[src/rtl/iosc_pkg.sv]
// Package of constants and types for the I/O sampling and sleep control block.
package iosc_pkg;

  // ---------------------------------------------------------------------------
  // Timebase
  // ---------------------------------------------------------------------------
  localparam int unsigned CLK_PERIOD_NS = 10;
  localparam int unsigned MS_NS = 1000000;
  localparam int unsigned MS_CYCLES = (MS_NS + CLK_PERIOD_NS - 1) / CLK_PERIOD_NS;
  localparam int unsigned MS_W = 17;
  localparam int unsigned PWM_STEP_MS = 100;
  localparam int unsigned SP_UNIT_MS = 10;
  localparam int unsigned DISCARD_NUM = 5;
  localparam int unsigned DISCARD_DEN = 2;
  localparam int unsigned CHECK_MS = 2;
  localparam int unsigned TMR_W = 26;
  localparam int unsigned DEST_W = 32;

  // ---------------------------------------------------------------------------
  // Parameter selectors on the command port
  // ---------------------------------------------------------------------------
  localparam logic [3:0] SEL_PWM_EXPIRY = 4'h0;
  localparam logic [3:0] SEL_ANALOG_REF = 4'h1;
  localparam logic [3:0] SEL_CHANGE_MASK = 4'h2;
  localparam logic [3:0] SEL_SAMPLE_DIV = 4'h3;
  localparam logic [3:0] SEL_SAMPLE_INTERVAL = 4'h4;
  localparam logic [3:0] SEL_TEMPERATURE = 4'h5;
  localparam logic [3:0] SEL_SLEEP_MODE = 4'h6;
  localparam logic [3:0] SEL_SLEEP_OPTIONS = 4'h7;
  localparam logic [3:0] SEL_PERIODS_PER_IND = 4'h8;
  localparam logic [3:0] SEL_SLEEP_PERIOD = 4'h9;
  localparam logic [3:0] SEL_FORCE_SAMPLE = 4'hA;

  // ---------------------------------------------------------------------------
  // Reset values, limits and fields
  // ---------------------------------------------------------------------------
  localparam logic [7:0] PWM_EXPIRY_RST = 8'h28;
  localparam logic [7:0] PWM_FOREVER = 8'hFF;
  localparam logic [7:0] SAMPLE_DIV_RST = 8'h01;
  localparam logic [15:0] SLEEP_OPTIONS_RST = 16'h0002;
  localparam logic [15:0] PERIODS_PER_IND_RST = 16'h0001;
  localparam logic [20:0] SLEEP_PERIOD_RST = 21'h00012C;
  localparam logic [31:0] MAX_8 = 32'h000000FF;
  localparam logic [31:0] MAX_16 = 32'h0000FFFF;
  localparam logic [31:0] SLEEP_PERIOD_MAX = 32'd1440000;
  localparam int unsigned OPT_FORCE_COORD = 0;
  localparam int unsigned OPT_NO_COORD = 1;
  localparam int unsigned OPT_FULL_WAKE = 8;
  localparam int unsigned NUM_DIO = 13;

  typedef enum logic [3:0] {
    MODE_NORMAL = 4'b0000,
    MODE_PIN = 4'b0001,
    MODE_ASYNC = 4'b0100,
    MODE_ASYNC_PIN = 4'b0101,
    MODE_SUPPORT = 4'b0111,
    MODE_SYNC = 4'b1000
  } iosc_mode_e;

  typedef enum logic [1:0] {
    PH_AWAKE = 2'b00,
    PH_SLEEP = 2'b01,
    PH_CHECK = 2'b10,
    PH_WAKE = 2'b11
  } iosc_phase_e;

endpackage : iosc_pkg

[src/rtl/iosc_io_sleep_ctrl.sv]
// I/O sampling, change detection, signal-strength PWM expiry and sleep sequencing.

module iosc_io_sleep_ctrl #(
  parameter int unsigned MS_CYCLES = iosc_pkg::MS_CYCLES
) (
  input wire logic ref_clk_i,
  input wire logic resetn_i,
  input wire logic cmd_valid_i,
  input wire logic cmd_write_i,
  input wire logic [3:0] cmd_sel_i,
  input wire logic [31:0] cmd_wdata_i,
  output logic resp_valid_o,
  output logic resp_err_o,
  output logic [31:0] resp_data_o,
  input wire logic rssi_update_i,
  output logic rssi_pwm_en_o,
  output logic analog_ref_sel_o,
  input wire logic [12:0] dio_i,
  input wire logic [12:0] dio_digital_i,
  input wire logic any_input_en_i,
  input wire logic api_mode_setting_i,
  input wire logic [iosc_pkg::DEST_W-1:0] destination_address_i,
  output logic sample_req_o,
  output logic sample_change_o,
  output logic [iosc_pkg::DEST_W-1:0] sample_dest_o,
  output logic forced_sample_o,
  output logic forced_api_o,
  output logic forced_ok_o,
  input wire logic [7:0] temp_sensor_i,
  input wire logic sleep_request_line_i,
  input wire logic rx_data_i,
  input wire logic [21:0] wake_time_i,
  input wire logic indirect_coord_i,
  input wire logic msg_held_i,
  output logic msg_discard_o,
  output logic sleeping_o,
  output logic on_sleep_o,
  output logic [15:0] sleep_options_o
);
  import iosc_pkg::*;

  localparam logic [MS_W-1:0] MS_LAST = MS_W'(MS_CYCLES - 1);

  function automatic logic in_range(input logic [31:0] v, input logic [31:0] lo, input logic [31:0] hi);
    in_range = (v >= lo) && (v <= hi);
  endfunction

  function automatic logic mode_legal(input logic [31:0] v);
    mode_legal = (v == 32'(MODE_NORMAL)) || (v == 32'(MODE_PIN)) || (v == 32'(MODE_ASYNC)) ||
                 (v == 32'(MODE_ASYNC_PIN)) || (v == 32'(MODE_SUPPORT)) || (v == 32'(MODE_SYNC));
  endfunction

  // ---------------------------------------------------------------------------
  // Configuration registers
  // ---------------------------------------------------------------------------
  logic [7:0] pwm_expiry_time;
  logic analog_reference_select;
  logic [15:0] change_detect_mask;
  logic [7:0] sleep_sample_divider;
  logic [15:0] sample_interval;
  logic [7:0] board_temperature;
  iosc_mode_e sleep_mode_select;
  logic [15:0] sleep_options;
  logic [15:0] sleep_periods_per_indication;
  logic [20:0] sleep_period;

  wire logic cmd_wr = cmd_valid_i && cmd_write_i;
  wire logic [31:0] wd = cmd_wdata_i;
  wire logic opts_ok = in_range(wd, 32'h0, MAX_16) && !(wd[OPT_FORCE_COORD] && wd[OPT_NO_COORD]);
  // Illegal values are refused whole, keeping settings legal.
  wire logic wr_ok =
    (cmd_sel_i == SEL_PWM_EXPIRY) ? in_range(wd, 32'h0, MAX_8) :
    (cmd_sel_i == SEL_ANALOG_REF) ? in_range(wd, 32'h0, 32'h1) :
    (cmd_sel_i == SEL_CHANGE_MASK) ? in_range(wd, 32'h0, MAX_16) :
    (cmd_sel_i == SEL_SAMPLE_DIV) ? in_range(wd, 32'h1, MAX_8) :
    (cmd_sel_i == SEL_SAMPLE_INTERVAL) ? in_range(wd, 32'h0, MAX_16) :
    (cmd_sel_i == SEL_SLEEP_MODE) ? mode_legal(wd) :
    (cmd_sel_i == SEL_SLEEP_OPTIONS) ? opts_ok :
    (cmd_sel_i == SEL_PERIODS_PER_IND) ? in_range(wd, 32'h1, MAX_16) :
    (cmd_sel_i == SEL_SLEEP_PERIOD) ? in_range(wd, 32'h1, SLEEP_PERIOD_MAX) :
    1'b0;
  wire logic sel_known = cmd_sel_i <= SEL_FORCE_SAMPLE;
  wire logic cmd_bad = !sel_known || (cmd_write_i && (cmd_sel_i != SEL_FORCE_SAMPLE) && !wr_ok);
  wire logic wr_en = cmd_wr && wr_ok;
  wire logic force_cmd = cmd_valid_i && (cmd_sel_i == SEL_FORCE_SAMPLE);

  wire logic [31:0] rd_data =
    (cmd_sel_i == SEL_PWM_EXPIRY) ? 32'(pwm_expiry_time) :
    (cmd_sel_i == SEL_ANALOG_REF) ? 32'(analog_reference_select) :
    (cmd_sel_i == SEL_CHANGE_MASK) ? 32'(change_detect_mask) :
    (cmd_sel_i == SEL_SAMPLE_DIV) ? 32'(sleep_sample_divider) :
    (cmd_sel_i == SEL_SAMPLE_INTERVAL) ? 32'(sample_interval) :
    (cmd_sel_i == SEL_TEMPERATURE) ? 32'(board_temperature) :
    (cmd_sel_i == SEL_SLEEP_MODE) ? 32'(sleep_mode_select) :
    (cmd_sel_i == SEL_SLEEP_OPTIONS) ? 32'(sleep_options) :
    (cmd_sel_i == SEL_PERIODS_PER_IND) ? 32'(sleep_periods_per_indication) :
    (cmd_sel_i == SEL_SLEEP_PERIOD) ? 32'(sleep_period) :
    '0;

  always_ff @(posedge ref_clk_i) begin
    if (!resetn_i) begin
      pwm_expiry_time <= PWM_EXPIRY_RST;
      analog_reference_select <= 1'b0;
      change_detect_mask <= 16'h0000;
      sleep_sample_divider <= SAMPLE_DIV_RST;
      sample_interval <= 16'h0000;
      sleep_mode_select <= MODE_NORMAL;
      sleep_options <= SLEEP_OPTIONS_RST;
      sleep_periods_per_indication <= PERIODS_PER_IND_RST;
      sleep_period <= SLEEP_PERIOD_RST;
    end else if (wr_en) begin
      unique case (cmd_sel_i)
        SEL_PWM_EXPIRY: pwm_expiry_time <= wd[7:0];
        SEL_ANALOG_REF: analog_reference_select <= wd[0];
        SEL_CHANGE_MASK: change_detect_mask <= wd[15:0];
        SEL_SAMPLE_DIV: sleep_sample_divider <= wd[7:0];
        SEL_SAMPLE_INTERVAL: sample_interval <= wd[15:0];
        SEL_SLEEP_MODE: sleep_mode_select <= iosc_mode_e'(wd[3:0]);
        SEL_SLEEP_OPTIONS: sleep_options <= wd[15:0];
        SEL_PERIODS_PER_IND: sleep_periods_per_indication <= wd[15:0];
        SEL_SLEEP_PERIOD: sleep_period <= wd[20:0];
        default: ;
      endcase
    end
  end

  always_ff @(posedge ref_clk_i) begin
    if (!resetn_i) begin
      resp_valid_o <= 1'b0;
      resp_err_o <= 1'b0;
      resp_data_o <= '0;
      board_temperature <= 8'h00;
    end else begin
      resp_valid_o <= cmd_valid_i;
      resp_err_o <= cmd_valid_i && cmd_bad;
      resp_data_o <= (cmd_valid_i && !cmd_write_i) ? rd_data : '0;
      board_temperature <= temp_sensor_i;
    end
  end

  assign analog_ref_sel_o = analog_reference_select;
  assign sleep_options_o = sleep_options;

  // ---------------------------------------------------------------------------
  // Millisecond timebase
  // ---------------------------------------------------------------------------
  logic [MS_W-1:0] ms_cnt;
  wire logic ms_tick = ms_cnt == MS_LAST;

  always_ff @(posedge ref_clk_i) begin
    if (!resetn_i) begin
      ms_cnt <= '0;
    end else begin
      ms_cnt <= ms_tick ? '0 : ms_cnt + 1'b1;
    end
  end

  // ---------------------------------------------------------------------------
  // Signal-strength PWM expiry
  // ---------------------------------------------------------------------------
  logic [15:0] pwm_left;
  wire logic pwm_forever = pwm_expiry_time == PWM_FOREVER;
  wire logic [15:0] pwm_load = 16'(pwm_expiry_time * PWM_STEP_MS);
  wire logic [15:0] next_pwm_left = rssi_update_i ? pwm_load :
                                    (ms_tick && pwm_left != 16'h0000) ? pwm_left - 16'h0001 : pwm_left;

  always_ff @(posedge ref_clk_i) begin
    if (!resetn_i) begin
      pwm_left <= 16'h0000;
      rssi_pwm_en_o <= 1'b0;
    end else begin
      pwm_left <= next_pwm_left;
      rssi_pwm_en_o <= pwm_forever || next_pwm_left != 16'h0000;
    end
  end

  // ---------------------------------------------------------------------------
  // Pin synchronisers and change detection
  // ---------------------------------------------------------------------------
  logic [12:0] dio_meta;
  logic [12:0] dio_sync;
  logic [12:0] dio_prev;
  logic rq_meta;
  logic rq_sync;

  always_ff @(posedge ref_clk_i) begin
    if (!resetn_i) begin
      dio_meta <= 13'h0000;
      dio_sync <= 13'h0000;
      dio_prev <= 13'h0000;
      rq_meta <= 1'b0;
      rq_sync <= 1'b0;
    end else begin
      dio_meta <= dio_i;
      dio_sync <= dio_meta;
      rq_meta <= sleep_request_line_i;
      rq_sync <= rq_meta;
      if (ms_tick) begin
        dio_prev <= dio_sync;
      end
    end
  end

  // Unimplemented mask bits are ignored so they cannot fire.
  wire logic [12:0] dio_watch = change_detect_mask[NUM_DIO-1:0] & dio_digital_i;
  wire logic dio_changed = ms_tick && ((dio_sync ^ dio_prev) & dio_watch) != 13'h0000;

  // ---------------------------------------------------------------------------
  // Sleep sequencer
  // ---------------------------------------------------------------------------
  iosc_phase_e phase;
  iosc_phase_e next_phase;
  logic [TMR_W-1:0] tmr;
  logic [TMR_W-1:0] next_tmr;
  logic [15:0] per_cnt;
  logic [15:0] next_per_cnt;
  logic [7:0] wake_cnt;
  logic sample_sel;

  wire logic mode_pin = sleep_mode_select == MODE_PIN;
  wire logic cyclic = (sleep_mode_select == MODE_ASYNC) || (sleep_mode_select == MODE_SYNC) ||
                      ((sleep_mode_select == MODE_ASYNC_PIN) && rq_sync);
  wire logic [TMR_W-1:0] sleep_ms = TMR_W'(sleep_period * SP_UNIT_MS);
  wire logic [TMR_W-1:0] wake_ms = TMR_W'(wake_time_i);
  wire logic tmr_done = ms_tick && tmr <= TMR_W'(1);
  wire logic [TMR_W-1:0] tmr_dec = (ms_tick && tmr != '0) ? tmr - TMR_W'(1) : tmr;
  // Sync sleep and the full-wake option make every wake full.
  wire logic ind_due = (per_cnt + 16'h0001 >= sleep_periods_per_indication) ||
                       (sleep_mode_select == MODE_SYNC) || sleep_options[OPT_FULL_WAKE];
  wire logic enter_wake = (next_phase == PH_WAKE) && (phase != PH_WAKE);

  always_comb begin
    next_phase = phase;
    next_tmr = tmr_dec;
    next_per_cnt = per_cnt;
    unique case (phase)
      PH_AWAKE: begin
        if (mode_pin && rq_sync) begin
          next_phase = PH_SLEEP;
        end else if (cyclic) begin
          next_phase = PH_SLEEP;
          next_tmr = sleep_ms;
        end
      end
      PH_SLEEP: begin
        if (mode_pin) begin
          next_phase = rq_sync ? PH_SLEEP : PH_AWAKE;
        end else if (!cyclic) begin
          next_phase = PH_AWAKE;
        end else if (tmr_done) begin
          if (ind_due) begin
            next_phase = PH_WAKE;
            next_tmr = wake_ms;
            next_per_cnt = 16'h0000;
          end else begin
            next_phase = PH_CHECK;
            next_tmr = TMR_W'(CHECK_MS);
            next_per_cnt = per_cnt + 16'h0001;
          end
        end
      end
      PH_CHECK: begin
        if (!cyclic) begin
          next_phase = PH_AWAKE;
        end else if (rx_data_i) begin
          next_phase = PH_WAKE;
          next_tmr = wake_ms;
        end else if (tmr_done) begin
          next_phase = PH_SLEEP;
          next_tmr = sleep_ms;
        end
      end
      PH_WAKE: begin
        if (!cyclic) begin
          next_phase = PH_AWAKE;
        end else if (rx_data_i) begin
          next_tmr = wake_ms;
        end else if (tmr_done) begin
          next_phase = PH_SLEEP;
          next_tmr = sleep_ms;
        end
      end
    endcase
  end

  always_ff @(posedge ref_clk_i) begin
    if (!resetn_i) begin
      phase <= PH_AWAKE;
      tmr <= '0;
      per_cnt <= 16'h0000;
      wake_cnt <= 8'h00;
      sample_sel <= 1'b0;
      sleeping_o <= 1'b0;
      on_sleep_o <= 1'b1;
    end else begin
      phase <= next_phase;
      tmr <= next_tmr;
      per_cnt <= next_per_cnt;
      sleeping_o <= next_phase == PH_SLEEP;
      on_sleep_o <= (next_phase == PH_AWAKE) || (next_phase == PH_WAKE);
      if (enter_wake) begin
        // Counting wakes lets the sampler skip all but every Nth.
        if (wake_cnt + 8'h01 >= sleep_sample_divider) begin
          wake_cnt <= 8'h00;
          sample_sel <= 1'b1;
        end else begin
          wake_cnt <= wake_cnt + 8'h01;
          sample_sel <= 1'b0;
        end
      end
    end
  end

  // ---------------------------------------------------------------------------
  // Periodic, change-driven and forced samples
  // ---------------------------------------------------------------------------
  logic [15:0] ivl_cnt;
  wire logic awake_ok = (phase == PH_AWAKE) || ((phase == PH_WAKE) && sample_sel);
  wire logic periodic_on = (sample_interval != 16'h0000) && any_input_en_i && awake_ok;
  wire logic ivl_hit = ms_tick && (ivl_cnt + 16'h0001 >= sample_interval);
  wire logic periodic_fire = periodic_on && ivl_hit;

  always_ff @(posedge ref_clk_i) begin
    if (!resetn_i) begin
      ivl_cnt <= 16'h0000;
      sample_req_o <= 1'b0;
      sample_change_o <= 1'b0;
      sample_dest_o <= '0;
      forced_sample_o <= 1'b0;
      forced_api_o <= 1'b0;
      forced_ok_o <= 1'b0;
    end else begin
      if (!periodic_on) begin
        ivl_cnt <= 16'h0000;
      end else if (ms_tick) begin
        ivl_cnt <= ivl_hit ? 16'h0000 : ivl_cnt + 16'h0001;
      end
      sample_req_o <= periodic_fire || dio_changed;
      sample_change_o <= dio_changed;
      if (periodic_fire || dio_changed) begin
        sample_dest_o <= destination_address_i;
      end
      forced_sample_o <= force_cmd;
      forced_api_o <= force_cmd && api_mode_setting_i;
      forced_ok_o <= force_cmd && api_mode_setting_i;
    end
  end

  // ---------------------------------------------------------------------------
  // Indirect message hold limit
  // ---------------------------------------------------------------------------
  logic [TMR_W-1:0] hold_cnt;
  wire logic hold_on = indirect_coord_i && msg_held_i && (sleep_period != 21'h000000);
  wire logic [TMR_W-1:0] hold_limit = TMR_W'((sleep_period * SP_UNIT_MS * DISCARD_NUM) / DISCARD_DEN);
  wire logic hold_expired = hold_on && ms_tick && (hold_cnt + TMR_W'(1) >= hold_limit);

  always_ff @(posedge ref_clk_i) begin
    if (!resetn_i) begin
      hold_cnt <= '0;
      msg_discard_o <= 1'b0;
    end else begin
      if (!hold_on || hold_expired) begin
        hold_cnt <= '0;
      end else if (ms_tick) begin
        hold_cnt <= hold_cnt + TMR_W'(1);
      end
      msg_discard_o <= hold_expired;
    end
  end

endmodule // iosc_io_sleep_ctrl

[config.mk]
export PLATFORM = sky130hd
export DESIGN_NAME = iosc_io_sleep_ctrl
export DESIGN_NICKNAME = d
export VERILOG_FILES = /design/src/rtl/iosc_pkg.sv /design/src/rtl/iosc_io_sleep_ctrl.sv
export SDC_FILE = /design/constraint.sdc
export NUM_CORES = 1
export LEC_CHECK = 0
export BUFFER_PORTS_ARGS = -buffer_cell sky130_fd_sc_hd__buf_2
export CORE_ASPECT_RATIO = 1.75
export CORE_MARGIN = 5
export CORE_UTILIZATION = 62
export CTS_BUF_LIST = sky130_fd_sc_hd__clkbuf_4 sky130_fd_sc_hd__clkbuf_8
export CTS_CLUSTER_SIZE = 12
export DETAILED_ROUTE_END_ITERATION = 10
export GPL_ROUTABILITY_DRIVEN = 0
export GPL_TIMING_DRIVEN = 0
export PLACE_DENSITY = 0.83
export SYNTH_ARGS = -nofsm -noshare
export SYNTH_HDL_FRONTEND = slang
export SYNTH_SLANG_ARGS = --single-unit
[constraint.sdc]
create_clock -name ref_clk_i -period 8 [get_ports ref_clk_i]
set_input_delay 1.2 -clock ref_clk_i [delete_from_list [all_inputs] [get_ports ref_clk_i]]
set_output_delay 1.2 -clock ref_clk_i [all_outputs]
set_load 0.03 [all_outputs]
After elaboration in Yosys (flattened, before gate mapping)
Index checks and enable logic that the tools add are counted.
{"block": "classes", "add_sub_neg": 7, "multipliers": 3, "magnitude_cmp": 12, "eq_ne": 28, "muxes": 49, "bitwise_logic": 7, "reduce_logical": 80}
{"op": "$mux 26", "count": 9}
{"op": "$mux 16", "count": 12}
{"op": "$eq 32x3->1 const B", "count": 3}
{"op": "$pmux 26 s3", "count": 1}
{"op": "$ge 32x1->1 const B", "count": 2}
{"op": "$reduce_bool 16->1", "count": 3}
{"op": "$add 16x1->16 const B", "count": 2}
{"op": "$eq 32x1->1 const B", "count": 1}
{"op": "$eq 32x4->1 const B", "count": 1}
{"op": "$ge 16x16->1", "count": 2}
{"op": "$le 32x1->1 const B", "count": 1}
{"op": "$le 32x16->1 const B", "count": 1}
{"op": "$le 32x21->1 const B", "count": 1}
{"op": "$le 32x8->1 const B", "count": 1}
{"op": "$logic_and 1x1->1", "count": 32}
{"op": "$logic_not 32->1", "count": 1}
{"op": "$add 26x1->26 const B", "count": 1}
{"op": "$and 13x13->13", "count": 2}
{"op": "$ge 26x26->1", "count": 1}
{"op": "$le 26x1->1 const B", "count": 1}
{"op": "$mul 24x3->26 const B", "count": 1}
{"op": "$reduce_bool 26->1", "count": 1}
{"op": "$sub 26x1->26 const B", "count": 1}
{"op": "$eq 4x3->1 const B", "count": 6}
{"op": "35 further kinds", "count": 99}
{"block": "totals", "regBits": 357, "input_bits": 135, "out_inout_bits": 92, "wordCells": 225}

Depth between registers and ports, before layout
{"block": "logic_depth", "ltp_word": 16, "depth_mapped": 28, "depth_no_buf": 27}

Worst setup path before layout
OpenSTA, ideal clock, no wires.
{"block": "synth_path", "kind": "flip-flop to flip-flop", "start": "register sleep_period[1]", "end": "register hold_cnt[10]", "setup_time_ns": 0.132, "arrival_time_ns": 6.253, "t_required_ns": 7.868, "setup_slack_ns": 1.615, "path_stages_with_launch": 29, "path_buffers": 1, "synth_period_minus_slack_ns": 6.385, "path_cell_list": "dfxtp_1 ha_1 ha_1 fa_1 a21o_1 a21oi_1 o21bai_1 a21oi_1 xnor2_1 ha_1 ha_1 or3_1 or2_2 o22ai_1 o21ai_0 o41ai_1 o2111ai_1 o211ai_1 o21ai_0 xor2_1 ha_1 nand4_1 nor3_1 a31oi_1 o211ai_1 nor2_1 o21bai_1 clkbuf_1 nor3_1"}
{"block": "synth_via", "elab_chain_cells": 6, "elab_cells_between_ends": 10, "classes_between": "mul (2); order compare (1); reduce/logical (7)"}
{"item": "from (decl)", "line_no": "iosc_io_sleep_ctrl.sv:65", "rtl": "logic [20:0] sleep_period;"}
{"item": "from (signal assigned)", "line_no": "iosc_io_sleep_ctrl.sv:121", "rtl": "SEL_SLEEP_PERIOD: sleep_period <= wd[20:0];"}
{"item": "$mul 21x3->24 or $reduce_bool 21->1 (tied branches)", "line_no": "iosc_io_sleep_ctrl.sv:354, iosc_io_sleep_ctrl.sv:353"}
{"item": "$mul 24x3->26 or $logic_and 1x1->1 (tied branches)", "line_no": "iosc_io_sleep_ctrl.sv:354, iosc_io_sleep_ctrl.sv:353"}
{"item": "$ge 26x26->1 or $logic_and 1x1->1 (tied branches)", "line_no": "iosc_io_sleep_ctrl.sv:355", "rtl": "wire logic hold_expired = hold_on && ms_tick && (hold_cnt + TMR_W'(1) >= hold_limit);"}
{"item": "$logic_and 1x1->1", "line_no": "iosc_io_sleep_ctrl.sv:355"}
{"item": "$logic_or 1x1->1 (*)", "line_no": "iosc_io_sleep_ctrl.sv:362", "rtl": "if (!hold_on || hold_expired) begin"}
{"item": "$reduce_or 2->1 (no line) (*)"}
{"item": "to (signal assigned)", "line_no": "iosc_io_sleep_ctrl.sv:365", "rtl": "hold_cnt <= hold_cnt + TMR_W'(1);"}
{"item": "to (decl)", "line_no": "iosc_io_sleep_ctrl.sv:352", "rtl": "logic [TMR_W-1:0] hold_cnt;"}
Mark *: on every way between the ends. The rest lies on a longest branch, timed or not.
A chain may end at the register's enable or synchronous reset.

Final worst setup path
{"block": "layout_path", "start": "register sleep_period[2]", "end": "register hold_cnt[20]"}
The elaborated chain is that of the path after synthesis.

==> reports/qor.yml <==
status: "finished with violations"
violations: "design-rule violations"
io_buffers: 211
grt_max_degree: 15
criticalPathCategory: "register to register"
grt_overflow: 0
setup_viol: 0
rows: 89
wl_per_cell_um: 21.4
grt_pass1_vias: 21166
crit_family: "compound AO/OA/AOI/OAI gates"
crit_path_start_kind: "register"
final.setup.worst_slack_ns: 0.451
post_synth_inst_count: 2578
critPathBufInv: 2
syn_area_per_cell_um2: 8.26
required_ns: 8.48
grt_pass1_wl_um: 110000
worst_slew_pin_slew_ns: 1.43
cts_tree: "done"
period_needed_ns: 7.55
cts-htree-levels: 2
grt_use_total_pct: 36.4
start_util_pct: 62.9
vias: 21046
netSwitchingFraction_pct: 24.5
dp_cells: 3254
drive_gt1_share_pct: 12.6
ioPinCount: 227
power_frac_comb_pct: 5.8
syn2layout_area_growth_pct: 13.4
dieArea_um2: 38300
synth_edf_count: 0
detail_route.first_pass.iterations: 11
cap_violations: 0
die_x_um: 150
powerDensity_nw_per_um2: 149
seqPwrFrac_pct: 48.6
yosysWarningCount: 0
max_slew_margin_pct: 3.60
cts-root-buf: "clkbuf_8"
min_period_over_period_pct: 94.4
core-area_um2: 33900
clk_latency_ns: 0.64
skew_ns: 0.0291
internal_power_uw: 2710
cts-buffers-inserted: 50
wl_um: 71500
clock_power_share_pct: 45.6
p_leak_uw: 0.0105
slowest_stage: "a2111oi_0"
p_total_uw: 3590
drc: 2
ys.flop_type: "dfxtp_1"
synth-async-reset-ratio_pct: 0
slowest_delay_ns: 0.69
fin_cells: 3346
finalHoldViolations: 0
finalMaxSlewViolations: 0
switching_power_uw: 882
routed_via_density: 6.29
totalNegativeSetupSlack_ns: 0
ant_nets: 0
dp_hpwl_um: 54800
seq_area_frac_synth_pct: 32.5
netlist_area_um2: 21300
final_nets: 3176
peakVddDrop_mv: 0.144
fill_cells: 2752
fmax_mhz: 132
hold_class: "register to register"
drtIter0Drc: 1811
clkSinkCount: 346
pre_cts_slack_ns: -0.0493
antenna_found_initial: 4
crit_path_frequent_cell: "ha_1"
cts_setup_buffers: 0
cts.path.max_buffers: 3
netlist-cell-type-count: 81
cts_hold_buf: 0
clk_pin_slew_ns: 0.07
worstPathArrival_ns: 8.03
ys_ff_latch: 346
critPathMaxFanout: 10
die-height_um: 255
rsz0062_at_grt: "no"
end_kind: "register"
-- kinds of logic (layout without fill, tap and decap cells) --
group / Yosys count / after routing / share of synthesized area, %
xor+xnor: 209 / 209 / 8.60
other cells: 1 / 13 / 0.0176
buf+inv: 229 / 530 / 4.34
mux: 116 / 116 / 5.45
simple gates: 990 / 990 / 22.6
flops: 346 / 346 / 32.5
fa+ha+maj: 190 / 190 / 11.3
compound gates: 497 / 497 / 15.1
-- repair_timing --
item,in CTS,in global routing
endpoints found under the hold margin,0,0
setup endpoints to repair,20,23
gates resized for setup,1,8
-- cells in the final DEF (no fill, tap or decap), types with 20 or more instances in the layout --
| cell type | synthesis | routed |
|---|---|---|
| nand3_1 | 105 | 105 |
| a31oi_1 | 25 | 25 |
| xor2_1 | 110 | 110 |
| and3_1 | 35 | 35 |
| nand2b_1 | 22 | 22 |
| clkbuf_1 | 99 | 97 |
| nor4_1 | 37 | 37 |
| a21oi_1 | 111 | 111 |
| buf_2 | 13 | 224 |
| ha_1 | 185 | 185 |
| a22oi_1 | 35 | 35 |
| o21a_1 | 20 | 20 |
| o21ai_0 | 124 | 124 |
| a21o_1 | 38 | 38 |
| clkbuf_8 | 0 | 62 |
| xnor2_1 | 99 | 98 |
| nand2_1 | 325 | 325 |
| nor3_1 | 83 | 83 |
| nor2_1 | 205 | 205 |
| and2_1 | 59 | 59 |
| mux2i_1 | 116 | 116 |
| dfxtp_1 | 346 | 345 |
| nand4_1 | 22 | 22 |
| inv_1 | 95 | 95 |
-- flip-flops by register name, indices dropped and copies added (netlist names), 4 cells and up --
name and count:
sample_dest_o 32, hold_cnt 26, tmr 26, resp_data_o 21
sleep_period 21, ms_cnt 17, change_detect_mask 16, ivl_cnt 16
per_cnt 16, pwm_left 16, sample_interval 16, sleep_options_o 16
sleep_periods_per_indication 16, dio_meta 13, dio_prev 13, dio_sync 13
board_temperature 8, pwm_expiry_time 8, sleep_sample_divider 8, wake_cnt 8
sleep_mode_select 4
-- layer usage --
layer  up-vias  global-route usage (%)  share of wire [%]
li1       9632                       -                  -
met1      9703                    35.7                 32
met2      1243                    62.4                 48
met3       466                    8.73                9.2
met4         2                    33.8                 11
met5         -                       0              0.018
-- synthesized netlist by cell type, types with 25 or more instances --
master / n / area, µm²
nand3_1: 105 / 526
nor4_1: 37 / 231
ha_1: 185 / 2310
nand2_1: 325 / 1220
xnor2_1: 99 / 867
o21ai_0: 124 / 621
a21oi_1: 111 / 556
a21o_1: 38 / 285
a22oi_1: 35 / 263
and2_1: 59 / 369
a31oi_1: 25 / 156
inv_1: 95 / 357
nor2_1: 205 / 769
nor3_1: 83 / 415
xor2_1: 110 / 963
clkbuf_1: 99 / 372
dfxtp_1: 346 / 6930
and3_1: 35 / 219
mux2i_1: 116 / 1160
-- power groups by stage --
stage / Combinational (µW) / Sequential, µW / Clock [µW]
final: 210 / 1750 / 1640
after global routing: 223 / 1750 / 1720
after CTS: 202 / 1750 / 1650
after detailed placement: 201 / 1790 / 0
after global placement: 197 / 1780 / 0
after floorplan: 105 / 1780 / 0
-- worst reg2reg max path, delay by kind of cell, from the launching register on --
family | cells | cell delay, ns
AO/OA/AOI/OAI | 14 | 3.36
adder cells (fa/ha/maj) | 5 | 1.70
flip-flops | 1 | 0.52
buffers and inverters | 2 | 0.47
AND/OR/NAND/NOR | 4 | 0.66
XOR/XNOR | 2 | 0.70
-- stage by stage --
step | util (%) | cell area (µm²) | hold WS [ns]
floorplan | - | 21300 | 0.412
global placement | 67.8 | 23000 | 0.413
detailed placement | 67.8 | 23000 | 0.418
CTS | 71.2 | 24100 | 0.437
global route | 71.3 | 24100 | 0.456
finish | 71.3 | 24100 | 0.435
-- final timing paths --
path	from	end	slack [ns]	depth (start not counted)
worst min register to register	dio_meta[1]	dio_sync[1]	0.44	1
worst max register to register	sleep_period[2]	hold_cnt[20]	0.45	27
worst max-delay path	sleep_period[2]	hold_cnt[20]	0.45	27
worst min-delay path	dio_meta[1]	dio_sync[1]	0.44	1
-- final cells by class --
| class | count | area [µm²] | share of cell area, % |
|---|---|---|---|
| Clock inverter | 12 | 184 | 0.762 |
| Sequential cell | 346 | 6930 | 28.7 |
| Antenna cell | 2 | 5.00 | 0.0207 |
| Clock buffer | 78 | 973 | 4.03 |
| Buffer | 133 | 567 | 2.35 |
| Timing Repair Buffer | 211 | 1060 | 4.37 |
| Tap cell | 455 | 569 | 2.36 |
| Multi-Input combinational cell | 2013 | 13500 | 55.9 |
| Inverter | 96 | 360 | 1.49 |
Power figures use the tool's default switching activity.
